===== src/bbd_pkg.sv =====
/*
 Constants for the branch, bit and control instruction decoder: opcode fields, group codes,
 cycle counts, instruction lengths and displacement bases.
 Assumes the core fetches one program byte per clock from a 12-bit program space.
*/
`default_nettype none

package bbd_pkg;

    localparam int PC_W   = 12;
    localparam int DATA_W = 8;

    // Opcode field positions.
    localparam int OPC_GRP_LSB = 5;
    localparam int OPC_SEL_BIT = 4;
    localparam int OPC_DIR_BIT = 4;

    // Instruction groups held in opcode bits 7..5.
    localparam logic [2:0] GRP_REL_CARRY    = 3'h0;
    localparam logic [2:0] GRP_REL_NO_CARRY = 3'h1;
    localparam logic [2:0] GRP_REL_ZERO     = 3'h2;
    localparam logic [2:0] GRP_REL_NONZERO  = 3'h3;
    localparam logic [2:0] GRP_BIT_TEST     = 3'h4;
    localparam logic [2:0] GRP_BIT_RW       = 3'h5;
    localparam logic [2:0] GRP_EXT          = 3'h6;
    localparam logic [2:0] GRP_CTRL         = 3'h7;

    // Control codes held in opcode bits 2..0 of the control group.
    localparam logic [2:0] CTL_NOP      = 3'h0;
    localparam logic [2:0] CTL_SUB_EXIT = 3'h1;
    localparam logic [2:0] CTL_INT_EXIT = 3'h2;
    localparam logic [2:0] CTL_STOP     = 3'h3;
    localparam logic [2:0] CTL_WAIT     = 3'h4;

    // Cycles per instruction.
    localparam logic [2:0] CYC_REL      = 3'h2;
    localparam logic [2:0] CYC_BIT_TEST = 3'h5;
    localparam logic [2:0] CYC_BIT_RW   = 3'h4;
    localparam logic [2:0] CYC_EXT      = 3'h4;
    localparam logic [2:0] CYC_CTRL     = 3'h2;

    // Steps at which operands are fetched and data is sampled.
    localparam logic [2:0] STEP_OP1  = 3'h1;
    localparam logic [2:0] STEP_OP2  = 3'h2;
    localparam logic [2:0] STEP_DATA = 3'h2;
    localparam logic [2:0] STEP_TEST = 3'h3;

    // Instruction lengths in bytes.
    localparam logic [11:0] LEN_ONE   = 12'h001;
    localparam logic [11:0] LEN_TWO   = 12'h002;
    localparam logic [11:0] LEN_THREE = 12'h003;

    // Base added to the signed displacement, counted from the instruction address.
    localparam logic [11:0] REL_BASE = 12'h001;
    localparam logic [11:0] BT_BASE  = 12'h002;

    localparam logic [11:0] PC_RESET = 12'h000;

    typedef enum logic {
        ST_FETCH,
        ST_EXEC
    } bbd_state_e;

endpackage : bbd_pkg

`default_nettype wire


===== src/bbd_decoder.sv =====
/*
 Fetch, decode and execute of the relative branch, bit test and branch, bit set and clear,
 control and long jump and call instruction groups.
 Assumes program and data memories answer combinationally to the address driven in the same
 cycle, and that the interrupt logic supplies the saved flags for the interrupt exit.
*/
// How it works
// - Short branches test carry/zero, two cycles, flags kept.
// - Short displacement is five-bit signed, -15..+16.
// - Bit-clear test reads byte, branches on 0, five cycles.
// - Bit-high test branches on 1, five cycles.
// - Tested bit goes to carry; zero kept.
// - Bit test displacement is eight-bit signed, -126..+129.
// - Set/clear one bit, two bytes, four cycles.
// - Control ops two cycles; only interrupt exit changes flags.
// - Watchdog selected turns stop into wait.
// - Long jump and call reach 12-bit target, four cycles.
// - Direction bit: 0 forward, 1 backward.
`default_nettype none

module bbd_decoder #(
    parameter int STACK_DEPTH = 6
) (
    input  wire logic                      ref_clk,
    input  wire logic                      rst,
    input  wire logic                      watchdog_sel,
    input  wire logic [bbd_pkg::DATA_W-1:0] prog_data,
    input  wire logic [bbd_pkg::DATA_W-1:0] data_rd_data,
    input  wire logic                      saved_zero,
    input  wire logic                      saved_carry,
    output logic      [bbd_pkg::PC_W-1:0]   prog_addr,
    output logic      [bbd_pkg::DATA_W-1:0] data_addr,
    output logic                           data_wr_en,
    output logic      [bbd_pkg::DATA_W-1:0] data_wr_data,
    output logic                           flag_zero,
    output logic                           flag_carry,
    output logic                           stop_req,
    output logic                           wait_req,
    output logic                           instr_done
);

    bbd_pkg::bbd_state_e        state;
    bbd_pkg::bbd_state_e        next_state;
    logic [bbd_pkg::PC_W-1:0]   pc;
    logic [bbd_pkg::PC_W-1:0]   next_pc;
    logic [bbd_pkg::PC_W-1:0]   next_prog_addr;
    logic [bbd_pkg::DATA_W-1:0] opcode;
    logic [bbd_pkg::DATA_W-1:0] next_opcode;
    logic [bbd_pkg::DATA_W-1:0] disp;
    logic [bbd_pkg::DATA_W-1:0] next_disp;
    logic [2:0]                 step;
    logic [2:0]                 next_step;
    logic                       bit_seen;
    logic                       next_bit_seen;
    logic [bbd_pkg::DATA_W-1:0] next_data_addr;
    logic                       next_data_wr_en;
    logic [bbd_pkg::DATA_W-1:0] next_data_wr_data;
    logic                       next_flag_zero;
    logic                       next_flag_carry;
    logic                       next_stop_req;
    logic                       next_wait_req;
    logic                       next_instr_done;
    logic                       stack_push;
    logic                       stack_pop;
    logic [bbd_pkg::PC_W-1:0]   stack_top;

    logic [2:0]                 grp;
    logic [2:0]                 sel;
    logic [2:0]                 last_step;
    logic                       rel_taken;
    logic [bbd_pkg::PC_W-1:0]   rel_target;
    logic [bbd_pkg::PC_W-1:0]   bt_target;
    logic [bbd_pkg::PC_W-1:0]   ext_target;

    ////////////////////////////////////////////////////////////////////////////////////////////////

    // Holds the return addresses of calls.
    bbd_return_stack #(
        .DEPTH (STACK_DEPTH)
    ) u_return_stack (
        .ref_clk   (ref_clk),
        .rst       (rst),
        .push      (stack_push),
        .pop       (stack_pop),
        .push_addr (pc + bbd_pkg::LEN_TWO),
        .top_addr  (stack_top)
    );

    ////////////////////////////////////////////////////////////////////////////////////////////////

    // Decodes the latched opcode into group, selector, length and targets.
    always_comb begin
        grp = opcode[7:bbd_pkg::OPC_GRP_LSB];
        sel = opcode[2:0];
        unique case (grp)
            bbd_pkg::GRP_BIT_TEST: last_step = bbd_pkg::CYC_BIT_TEST - 3'h1;
            bbd_pkg::GRP_BIT_RW:   last_step = bbd_pkg::CYC_BIT_RW - 3'h1;
            bbd_pkg::GRP_EXT:      last_step = bbd_pkg::CYC_EXT - 3'h1;
            bbd_pkg::GRP_CTRL:     last_step = bbd_pkg::CYC_CTRL - 3'h1;
            default:               last_step = bbd_pkg::CYC_REL - 3'h1;
        endcase
        unique case (grp)
            bbd_pkg::GRP_REL_CARRY:    rel_taken = flag_carry;
            bbd_pkg::GRP_REL_NO_CARRY: rel_taken = !flag_carry;
            bbd_pkg::GRP_REL_ZERO:     rel_taken = flag_zero;
            bbd_pkg::GRP_REL_NONZERO:  rel_taken = !flag_zero;
            default:                   rel_taken = 1'b0;
        endcase
        // Bit 4 set gives a negative offset, so the span is -15 to +16.
        rel_target = pc + bbd_pkg::REL_BASE + {{7{opcode[bbd_pkg::OPC_DIR_BIT]}}, opcode[4:0]};
        bt_target  = pc + bbd_pkg::BT_BASE + {{4{disp[7]}}, disp};
        ext_target = {opcode[3:0], disp};
    end

    ////////////////////////////////////////////////////////////////////////////////////////////////

    // Sequences each instruction step by step and commits it on its last step.
    always_comb begin
        next_state        = state;
        next_pc           = pc;
        next_prog_addr    = prog_addr;
        next_opcode       = opcode;
        next_disp         = disp;
        next_step         = step;
        next_bit_seen     = bit_seen;
        next_data_addr    = data_addr;
        next_data_wr_en   = 1'b0;
        next_data_wr_data = data_wr_data;
        next_flag_zero    = flag_zero;
        next_flag_carry   = flag_carry;
        next_stop_req     = 1'b0;
        next_wait_req     = 1'b0;
        next_instr_done   = 1'b0;
        stack_push        = 1'b0;
        stack_pop         = 1'b0;
        unique case (state)
            bbd_pkg::ST_FETCH: begin
                next_opcode    = prog_data;
                next_prog_addr = pc + bbd_pkg::LEN_ONE;
                next_step      = 3'h1;
                next_state     = bbd_pkg::ST_EXEC;
            end
            bbd_pkg::ST_EXEC: begin
                next_step = step + 3'h1;
                if (step == bbd_pkg::STEP_OP1) begin
                    if (grp == bbd_pkg::GRP_BIT_TEST || grp == bbd_pkg::GRP_BIT_RW) begin
                        next_data_addr = prog_data;
                        next_prog_addr = pc + bbd_pkg::LEN_TWO;
                    end else if (grp == bbd_pkg::GRP_EXT) begin
                        next_disp = prog_data;
                    end
                end
                if (step == bbd_pkg::STEP_OP2 && grp == bbd_pkg::GRP_BIT_TEST) begin
                    next_disp = prog_data;
                end
                if (step == bbd_pkg::STEP_DATA && grp == bbd_pkg::GRP_BIT_RW) begin
                    next_data_wr_en   = 1'b1;
                    next_data_wr_data = data_rd_data;
                    next_data_wr_data[sel] = opcode[bbd_pkg::OPC_SEL_BIT];
                end
                if (step == bbd_pkg::STEP_TEST && grp == bbd_pkg::GRP_BIT_TEST) begin
                    next_bit_seen = data_rd_data[sel];
                end
                if (step == last_step) begin
                    next_state      = bbd_pkg::ST_FETCH;
                    next_step       = 3'h0;
                    next_instr_done = 1'b1;
                    unique case (grp)
                        bbd_pkg::GRP_BIT_TEST: begin
                            next_flag_carry = bit_seen;
                            if (bit_seen == opcode[bbd_pkg::OPC_SEL_BIT]) begin
                                next_pc = bt_target;
                            end else begin
                                next_pc = pc + bbd_pkg::LEN_THREE;
                            end
                        end
                        bbd_pkg::GRP_BIT_RW: begin
                            next_pc = pc + bbd_pkg::LEN_TWO;
                        end
                        bbd_pkg::GRP_EXT: begin
                            next_pc    = ext_target;
                            stack_push = opcode[bbd_pkg::OPC_SEL_BIT];
                        end
                        bbd_pkg::GRP_CTRL: begin
                            next_pc = pc + bbd_pkg::LEN_ONE;
                            unique case (sel)
                                bbd_pkg::CTL_SUB_EXIT: begin
                                    next_pc   = stack_top;
                                    stack_pop = 1'b1;
                                end
                                bbd_pkg::CTL_INT_EXIT: begin
                                    next_pc         = stack_top;
                                    stack_pop       = 1'b1;
                                    next_flag_zero  = saved_zero;
                                    next_flag_carry = saved_carry;
                                end
                                bbd_pkg::CTL_STOP: begin
                                    next_stop_req = !watchdog_sel;
                                    next_wait_req = watchdog_sel;
                                end
                                bbd_pkg::CTL_WAIT: begin
                                    next_wait_req = 1'b1;
                                end
                                default: begin
                                end
                            endcase
                        end
                        default: begin
                            next_pc = rel_taken ? rel_target : pc + bbd_pkg::LEN_ONE;
                        end
                    endcase
                    next_prog_addr = next_pc;
                end
            end
        endcase
    end

    always_ff @(posedge ref_clk or posedge rst) begin
        if (rst) begin
            state        <= bbd_pkg::ST_FETCH;
            pc           <= bbd_pkg::PC_RESET;
            prog_addr    <= bbd_pkg::PC_RESET;
            opcode       <= 8'h00;
            disp         <= 8'h00;
            step         <= 3'h0;
            bit_seen     <= 1'b0;
            data_addr    <= 8'h00;
            data_wr_en   <= 1'b0;
            data_wr_data <= 8'h00;
            flag_zero    <= 1'b0;
            flag_carry   <= 1'b0;
            stop_req     <= 1'b0;
            wait_req     <= 1'b0;
            instr_done   <= 1'b0;
        end else begin
            state        <= next_state;
            pc           <= next_pc;
            prog_addr    <= next_prog_addr;
            opcode       <= next_opcode;
            disp         <= next_disp;
            step         <= next_step;
            bit_seen     <= next_bit_seen;
            data_addr    <= next_data_addr;
            data_wr_en   <= next_data_wr_en;
            data_wr_data <= next_data_wr_data;
            flag_zero    <= next_flag_zero;
            flag_carry   <= next_flag_carry;
            stop_req     <= next_stop_req;
            wait_req     <= next_wait_req;
            instr_done   <= next_instr_done;
        end
    end

endmodule : bbd_decoder

`default_nettype wire


===== src/bbd_return_stack.sv =====
/*
 Hardware return stack of program addresses, held in flip-flops.
 Assumes push and pop never arrive in the same cycle; an overflow overwrites the oldest entry.
*/
`default_nettype none

module bbd_return_stack #(
    parameter int DEPTH = 6
) (
    input  wire logic                    ref_clk,
    input  wire logic                    rst,
    input  wire logic                    push,
    input  wire logic                    pop,
    input  wire logic [bbd_pkg::PC_W-1:0] push_addr,
    output logic      [bbd_pkg::PC_W-1:0] top_addr
);

    localparam int PTR_W = $clog2(DEPTH);

    logic [bbd_pkg::PC_W-1:0] entry      [DEPTH];
    logic [bbd_pkg::PC_W-1:0] next_entry [DEPTH];
    logic [PTR_W-1:0]         ptr;
    logic [PTR_W-1:0]         next_ptr;
    logic [bbd_pkg::PC_W-1:0] next_top_addr;

    ////////////////////////////////////////////////////////////////////////////////////////////////

    always_comb begin
        next_entry = entry;
        next_ptr   = ptr;
        if (push) begin
            next_ptr = (ptr == PTR_W'(DEPTH - 1)) ? '0 : PTR_W'(ptr + 1'b1);
            next_entry[next_ptr] = push_addr;
        end else if (pop) begin
            next_ptr = (ptr == '0) ? PTR_W'(DEPTH - 1) : PTR_W'(ptr - 1'b1);
        end
        next_top_addr = next_entry[next_ptr];
    end

    always_ff @(posedge ref_clk or posedge rst) begin
        if (rst) begin
            for (int i = 0; i < DEPTH; i++) begin
                entry[i] <= bbd_pkg::PC_RESET;
            end
            ptr      <= '0;
            top_addr <= bbd_pkg::PC_RESET;
        end else begin
            entry    <= next_entry;
            ptr      <= next_ptr;
            top_addr <= next_top_addr;
        end
    end

endmodule : bbd_return_stack

`default_nettype wire


===== config.mk =====
export PLATFORM = sky130hd
export DESIGN_NAME = bbd_decoder
export DESIGN_NICKNAME = d
export VERILOG_FILES = /design/src/bbd_pkg.sv /design/src/bbd_decoder.sv /design/src/bbd_return_stack.sv
export SDC_FILE = /design/constraint.sdc
export NUM_CORES = 1
export LEC_CHECK = 0
export ABC_CLOCK_PERIOD_IN_PS = 5630
export BUFFER_PORTS_ARGS = -buffer_cell sky130_fd_sc_hd__buf_2
export CORE_UTILIZATION = 62
export DETAILED_ROUTE_END_ITERATION = 16
export PLACE_DENSITY = 0.83
export SLEW_MARGIN = 30
export SYNTH_ARGS = -nofsm -noshare
export SYNTH_HDL_FRONTEND = slang
export SYNTH_SLANG_ARGS = --single-unit
export TNS_END_PERCENT = 30

===== constraint.sdc =====
create_clock -name ref_clk -period 5.63 [get_ports ref_clk]
set_input_delay 1.126 -clock ref_clk [delete_from_list [all_inputs] [get_ports ref_clk]]
set_output_delay 1.126 -clock ref_clk [all_outputs]
set_load 0.005 [all_outputs]

# [Yosys cells after proc, flatten, opt, wreduce, memory -nomap -nowiden]
# Index checks and enable logic that the tools add are counted.
[op_classes] mux=55 eq_ne=21 magnitude_cmp=5 reduce_logical=24 n_addsub=8 bitwise=3
[ops] operator="12-bit 2-to-1 mux" n=9
[ops] operator="72-bit bitwise mux" n=1
[ops] operator="72-bit 2-to-1 mux" n=1
[ops] operator="12-bit one-hot mux with 4 select lines" n=1
[ops] operator="12-bit binary-select mux with 3-bit select" n=1
[ops] operator="12-bit demux with 3-bit select" n=1
[ops] operator="8-bit 2-to-1 mux" n=4
[ops] operator="12-bit adder" n=2
[ops] operator="12-bit by 2-bit adder with 12-bit output, second input constant" n=2
[ops] operator="12-bit one-hot mux with 2 select lines" n=1
[ops] operator="1-bit 2-to-1 mux" n=22
[ops] operator="3-bit by 2-bit equality test with 1-bit output, second input constant" n=6
[ops] operator="3-bit equality test, second input constant" n=6
[ops] operator="3-bit 2-to-1 mux" n=5
[ops] operator="12-bit by 1-bit adder with 12-bit output, second input constant" n=1
[ops] operator="3-bit one-hot mux with 2 select lines" n=2
[ops] operator="4-bit AND reduction" n=3
[ops] operator="3-bit by 1-bit equality test with 1-bit output, second input constant" n=3
[ops] operator="8-bit bitwise mux" n=1
[ops] operator="4-bit greater-or-equal comparator, second input constant" n=2
[ops] operator="3-bit inverter with 4-bit output" n=2
[ops] operator="2-bit AND reduction" n=4
[ops] operator="3-bit by 1-bit adder with 3-bit output, second input constant" n=2
[ops] operator="3-bit zero test" n=2
[ops] operator="other kinds (20)" n=32
[totals] out_inout_bits=34 wordCells=139 inputBits=21 register_bits=154

# [Logic depth before layout (Yosys ltp)]
[logic_depth] word_depth=12 ltp_mapped=15 mapped_depth_nobuf=15

# [Hierarchy]
# A second synthesis with hierarchy kept.
[unflattened] cells_unflattened=1045 area_unflattened_um2=10122.2
[modules_own_cells] mod="bbd_decoder" area_per_inst_um2=5482.8 cells_per_inst=637 n_inst=1
[modules_own_cells] mod="bbd_return_stack" area_per_inst_um2=4639.4 cells_per_inst=408 n_inst=1

# [Worst setup path before layout]
# Ideal clock, no wire load.
[synth_path] path_type="register to register" from="register pc[3] (netlist bit)" to="register prog_addr[9] (netlist bit)" arrival_ps=3210 stages_incl_launch_ff=14 slack_ps=2294 cell_sequence="dfrtp_1 -> buf_1 -> nand3_1 -> xor2_1 -> inv_1 -> ha_1 -> o211ai_1 -> o21a_1 -> o21ai_0 -> a21oi_1 -> xnor2_1 -> a221oi_1 -> nor4_1 -> o32a_1"
[synth_between] elab_chain_cells=6 elab_cells_between_ends=13 cone_classes="5 x add/sub; 8 x mux"
[synth_rtl] element="from (decl)" line="bbd_decoder.sv:44" text="logic [bbd_pkg::PC_W-1:0] pc;"
[synth_rtl] element="from (signal assigned)" line="bbd_decoder.sv:221" text="pc <= bbd_pkg::PC_RESET;"
[synth_rtl] element="from (signal assigned)" line="bbd_decoder.sv:237" text="pc <= next_pc;"
[synth_rtl] element="12-bit by 1-bit adder with 12-bit output or 12-bit by 2-bit adder with 12-bit output (tied branches)"
[synth_rtl] element="12-bit adder, on equally long branches" line="bbd_decoder.sv:110, bbd_decoder.sv:111"
[synth_rtl] element="12-bit 2-to-1 mux, on equally long branches" line="bbd_decoder.sv:209, bbd_decoder.sv:171"
[synth_rtl] element="12-bit one-hot mux with 4 select lines" line="bbd_decoder.sv:168" text="unique case (grp)"
[synth_rtl] element="12-bit 2-to-1 mux" line="bbd_decoder.sv:164" text="if (step == last_step) begin"
[synth_rtl] element="12-bit one-hot mux with 2 select lines (*)" line="bbd_decoder.sv:136" text="unique case (state)"
[synth_rtl] element="to (signal assigned)" line="bbd_decoder.sv:222" text="prog_addr <= bbd_pkg::PC_RESET;"
[synth_rtl] element="to (signal assigned)" line="bbd_decoder.sv:238" text="prog_addr <= next_prog_addr;"
[synth_rtl] element="to (decl)" line="bbd_decoder.sv:31" text="output logic [bbd_pkg::PC_W-1:0] prog_addr,"
# Every way passes the cells marked *; elsewhere a longest branch is shown, timed or not. The select of a mux whose other input is x is not followed.
# A chain may end at the register's enable or synchronous reset.

# [Worst setup path in the final report]
[layout_path] from="register pc[1] (netlist bit)" to="register prog_addr[9] (netlist bit)"
# The elaborated chain is that of the path after synthesis.

==> results.toml <==
[logic_synthesis]
synth_seq_area_share = 0.413
yosysWarnings = 0
synth_edf_count = 0
synth_nets = 1107
synth_area_per_cell_sq_um = 8.89
async_flop_share = 1.00
netlist_area_sq_um = 9330
synth_common_cells = "dfrtp_1 (154), nand2_1 (125), nor2_1 (121), o21ai_0 (86), a21oi_1 (77)"
synth-seq-cells = 154
yosysTopAreaCell = "dfrtp_1"
synth_cells = 1050
yosysMostFrequentCell = "dfrtp_1"
synth_area_leaders = "dfrtp_1 (41%), nand2_1 (5.0%), nor2_1 (4.9%)"
synth_flop_cell = "dfrtp_1"
synthDistinctLibCells = 73
yosysTopAreaCellShare = 0.413

[detailed_routing]
post_drt_via_cell_ratio = 6.54
avgRoutedWirePerCell_um = 21.1
totalWireLength_um = 26500
drc_errors = 0
drtAntennaViolNets = 0
drtIter0Drc = 980
drt-pass1-iter-count = 8
vias = 8238

[clocking]
hold_buffers = 0
postCtsResizedCells = 0
clock_latency_ps = 440
cts_max_level = 4
cts_root_buffer = "clkbuf_16"
clock-sinks = 154
cts.clk_slew.worst_paths_ps = 60
cts_tree = "done"
numCtsBuffers = 17
post_cts_buffers = 0
clockBufferDepth = 2

[setup_path]
worstPathRequired_ps = 5950
endpoint_kind = "register"
start_kind = "register"
path_max_fanout = 16
critPathKind = "register to register"
arrival_ps = 4500

[sta]
timing.final.hold_violations = 0
period_minus_slack_ps = 4170
setup_viol = 0
period_share = 0.741
skew_ps = 11.9
slew_violations = 0
rsz0062_at_grt = "false"
worst_slew_pin_slew_ps = 1040
whs_ps = 471
fmax_mhz = 240
finalSetupTns_ps = 0
slew_headroom = 0.304

[pwr]
peakVddDrop_v = 0.000384
p_total_mw = 7.80
p_leak_nw = 4.62
power.density_nw_per_um2 = 759

[global_routing]
grtUsageTotal = 0.353
grt_pass1_wl_um = 42700
grt-ovfl-total = 0
grt_max_degree = 109
grt_antenna_before_repair = 0
grt_pass1_vias = 7963

[die]
ios = 55
row_count = 44
die_x_um = 125
initial_core_util = 0.640
coreArea_sq_um = 14600
chipHeight_um = 125
dieArea_sq_um = 15500

[cells_and_area]
area_growth_pct = 10.2
drive_gt1_frac = 0.144
num_antenna_cells = 0
final_nets = 1119
fillers = 1113

[status]
outcome = "completed"

[placed_design]
routabilityCongestion = 0.949
port_buffers = 54
hpwl_um = 18000

[hold_path]
hp-class = "register to register"

[job]
maxCapViolations = 0
-- metrics by stage --
stage / cells / worst slack, ps / utilization / area (sq um)
2_1_floorplan: 1050 / 354 / - / 9330
3_3_place_gp: 1226 / 1800 / 0.660 / 9630
3_5_place_dp: 1227 / 1630 / 0.661 / 9650
4_1_cts: 1259 / 1600 / 0.704 / 10300
5_1_grt: 1259 / 1130 / 0.705 / 10300
6_report: 1259 / 1460 / 0.705 / 10300
-- layout make-up --
| class | count | area, sq um | share of cell area |
|---|---|---|---|
| inverter | 35 | 139 | 0.0135 |
| tap | 184 | 230 | 0.0224 |
| sequential | 154 | 3850 | 0.375 |
| multi-input combinational | 786 | 5060 | 0.492 |
| timing repair buffer | 68 | 373 | 0.0363 |
| clock inverter | 12 | 161 | 0.0157 |
| clock buffer | 20 | 467 | 0.0454 |
-- critical path, cell delays in order, from the launching register on --
cell and delay [ps]:
dfrtp_1 720, nand3_1 260, xor2_1 630, inv_1 220
ha_1 360, o211ai_1 90, o21a_1 200, o21ai_0 360
a21oi_1 150, xnor2_1 170, a221oi_1 380, nor4_1 120
o32a_1 380
-- power breakdown --
part / leakage, nW / switching, mW / internal (mW)
clock network: 0.305 / 0.485 / 0.738
registers: 1.97 / 0.512 / 1.54
logic: 2.34 / 2.74 / 1.79
total: 4.62 / 3.74 / 4.07
-- flip-flops by register name, indices dropped and copies added (netlist names) --
| signal | flops |
|---|---|
| u_return_stack.entry | 72 |
| pc | 12 |
| prog_addr | 12 |
| u_return_stack.top_addr | 12 |
| data_addr | 8 |
| data_wr_data | 8 |
| disp | 8 |
| opcode | 8 |
| step | 3 |
| u_return_stack.ptr | 3 |
| bit_seen | 1 |
| data_wr_en | 1 |
| flag_carry | 1 |
| flag_zero | 1 |
| instr_done | 1 |
| state | 1 |
| stop_req | 1 |
| wait_req | 1 |
-- cells by family after synthesis --
logic type / synth area share
DFF: 0.413
muxes: 0.0617
AOI/OAI and AO/OA: 0.217
xor gates and xnor gates: 0.0479
and+or+nand+nor: 0.163
adders and majority gates: 0.0499
buffers and inverters: 0.0475
-- final timing paths --
path | end | slack [ps] | cells past startpoint | start
setup / recovery | prog_addr[9]$_DFFE_PP0P_ | 1460 | 12 | pc[1]$_DFFE_PP0P_
hold / removal | data_wr_data[2]$_DFFE_PP0P_ | 470 | 2 | data_wr_data[2]$_DFFE_PP0P_
setup reg to reg | prog_addr[9]$_DFFE_PP0P_ | 1460 | 12 | pc[1]$_DFFE_PP0P_
hold reg to reg | data_wr_data[2]$_DFFE_PP0P_ | 470 | 2 | data_wr_data[2]$_DFFE_PP0P_
max in group asynchronous | step[0]$_DFF_PP0_ | 3680 | 3 | rst
min in group asynchronous | u_return_stack.entry[24]$_DFF_PP0_ | 810 | 2 | rst
-- metal layers --
| layer | wire length (um) | track usage | vias to the layer above |
|---|---|---|---|
| met5 | 0 | 0 | - |
| met4 | 954 | 0.163 | 0 |
| met3 | 2360 | 0.0786 | 91 |
| met2 | 12100 | 0.542 | 443 |
| met1 | 11100 | 0.477 | 3924 |
| li1 | - | - | 3780 |
-- placed cells by master (no fill, tap or decap), types with 4 or more instances in the layout --
cell type / count
a2111oi_0: 4
a211oi_1: 15
a21o_1: 11
a21oi_1: 77
a22oi_1: 6
a31oi_1: 5
and3_1: 8
buf_2: 55
buf_4: 13
clkbuf_16: 17
dfrtp_1: 154
ha_1: 34
inv_1: 32
mux2_2: 32
mux2i_1: 17
nand2_1: 125
nand3_1: 17
nand3b_1: 4
nand4_1: 6
nor2_1: 119
nor2b_1: 5
nor3_1: 13
nor3b_1: 5
o2111a_1: 6
o2111ai_1: 6
o211ai_1: 21
o21a_1: 6
o21ai_0: 85
o221ai_1: 25
o22ai_1: 4
o311ai_0: 4
or3_1: 15
xnor2_1: 36
xor2_1: 13
Note: power is estimated with default switching activity, not from simulation.
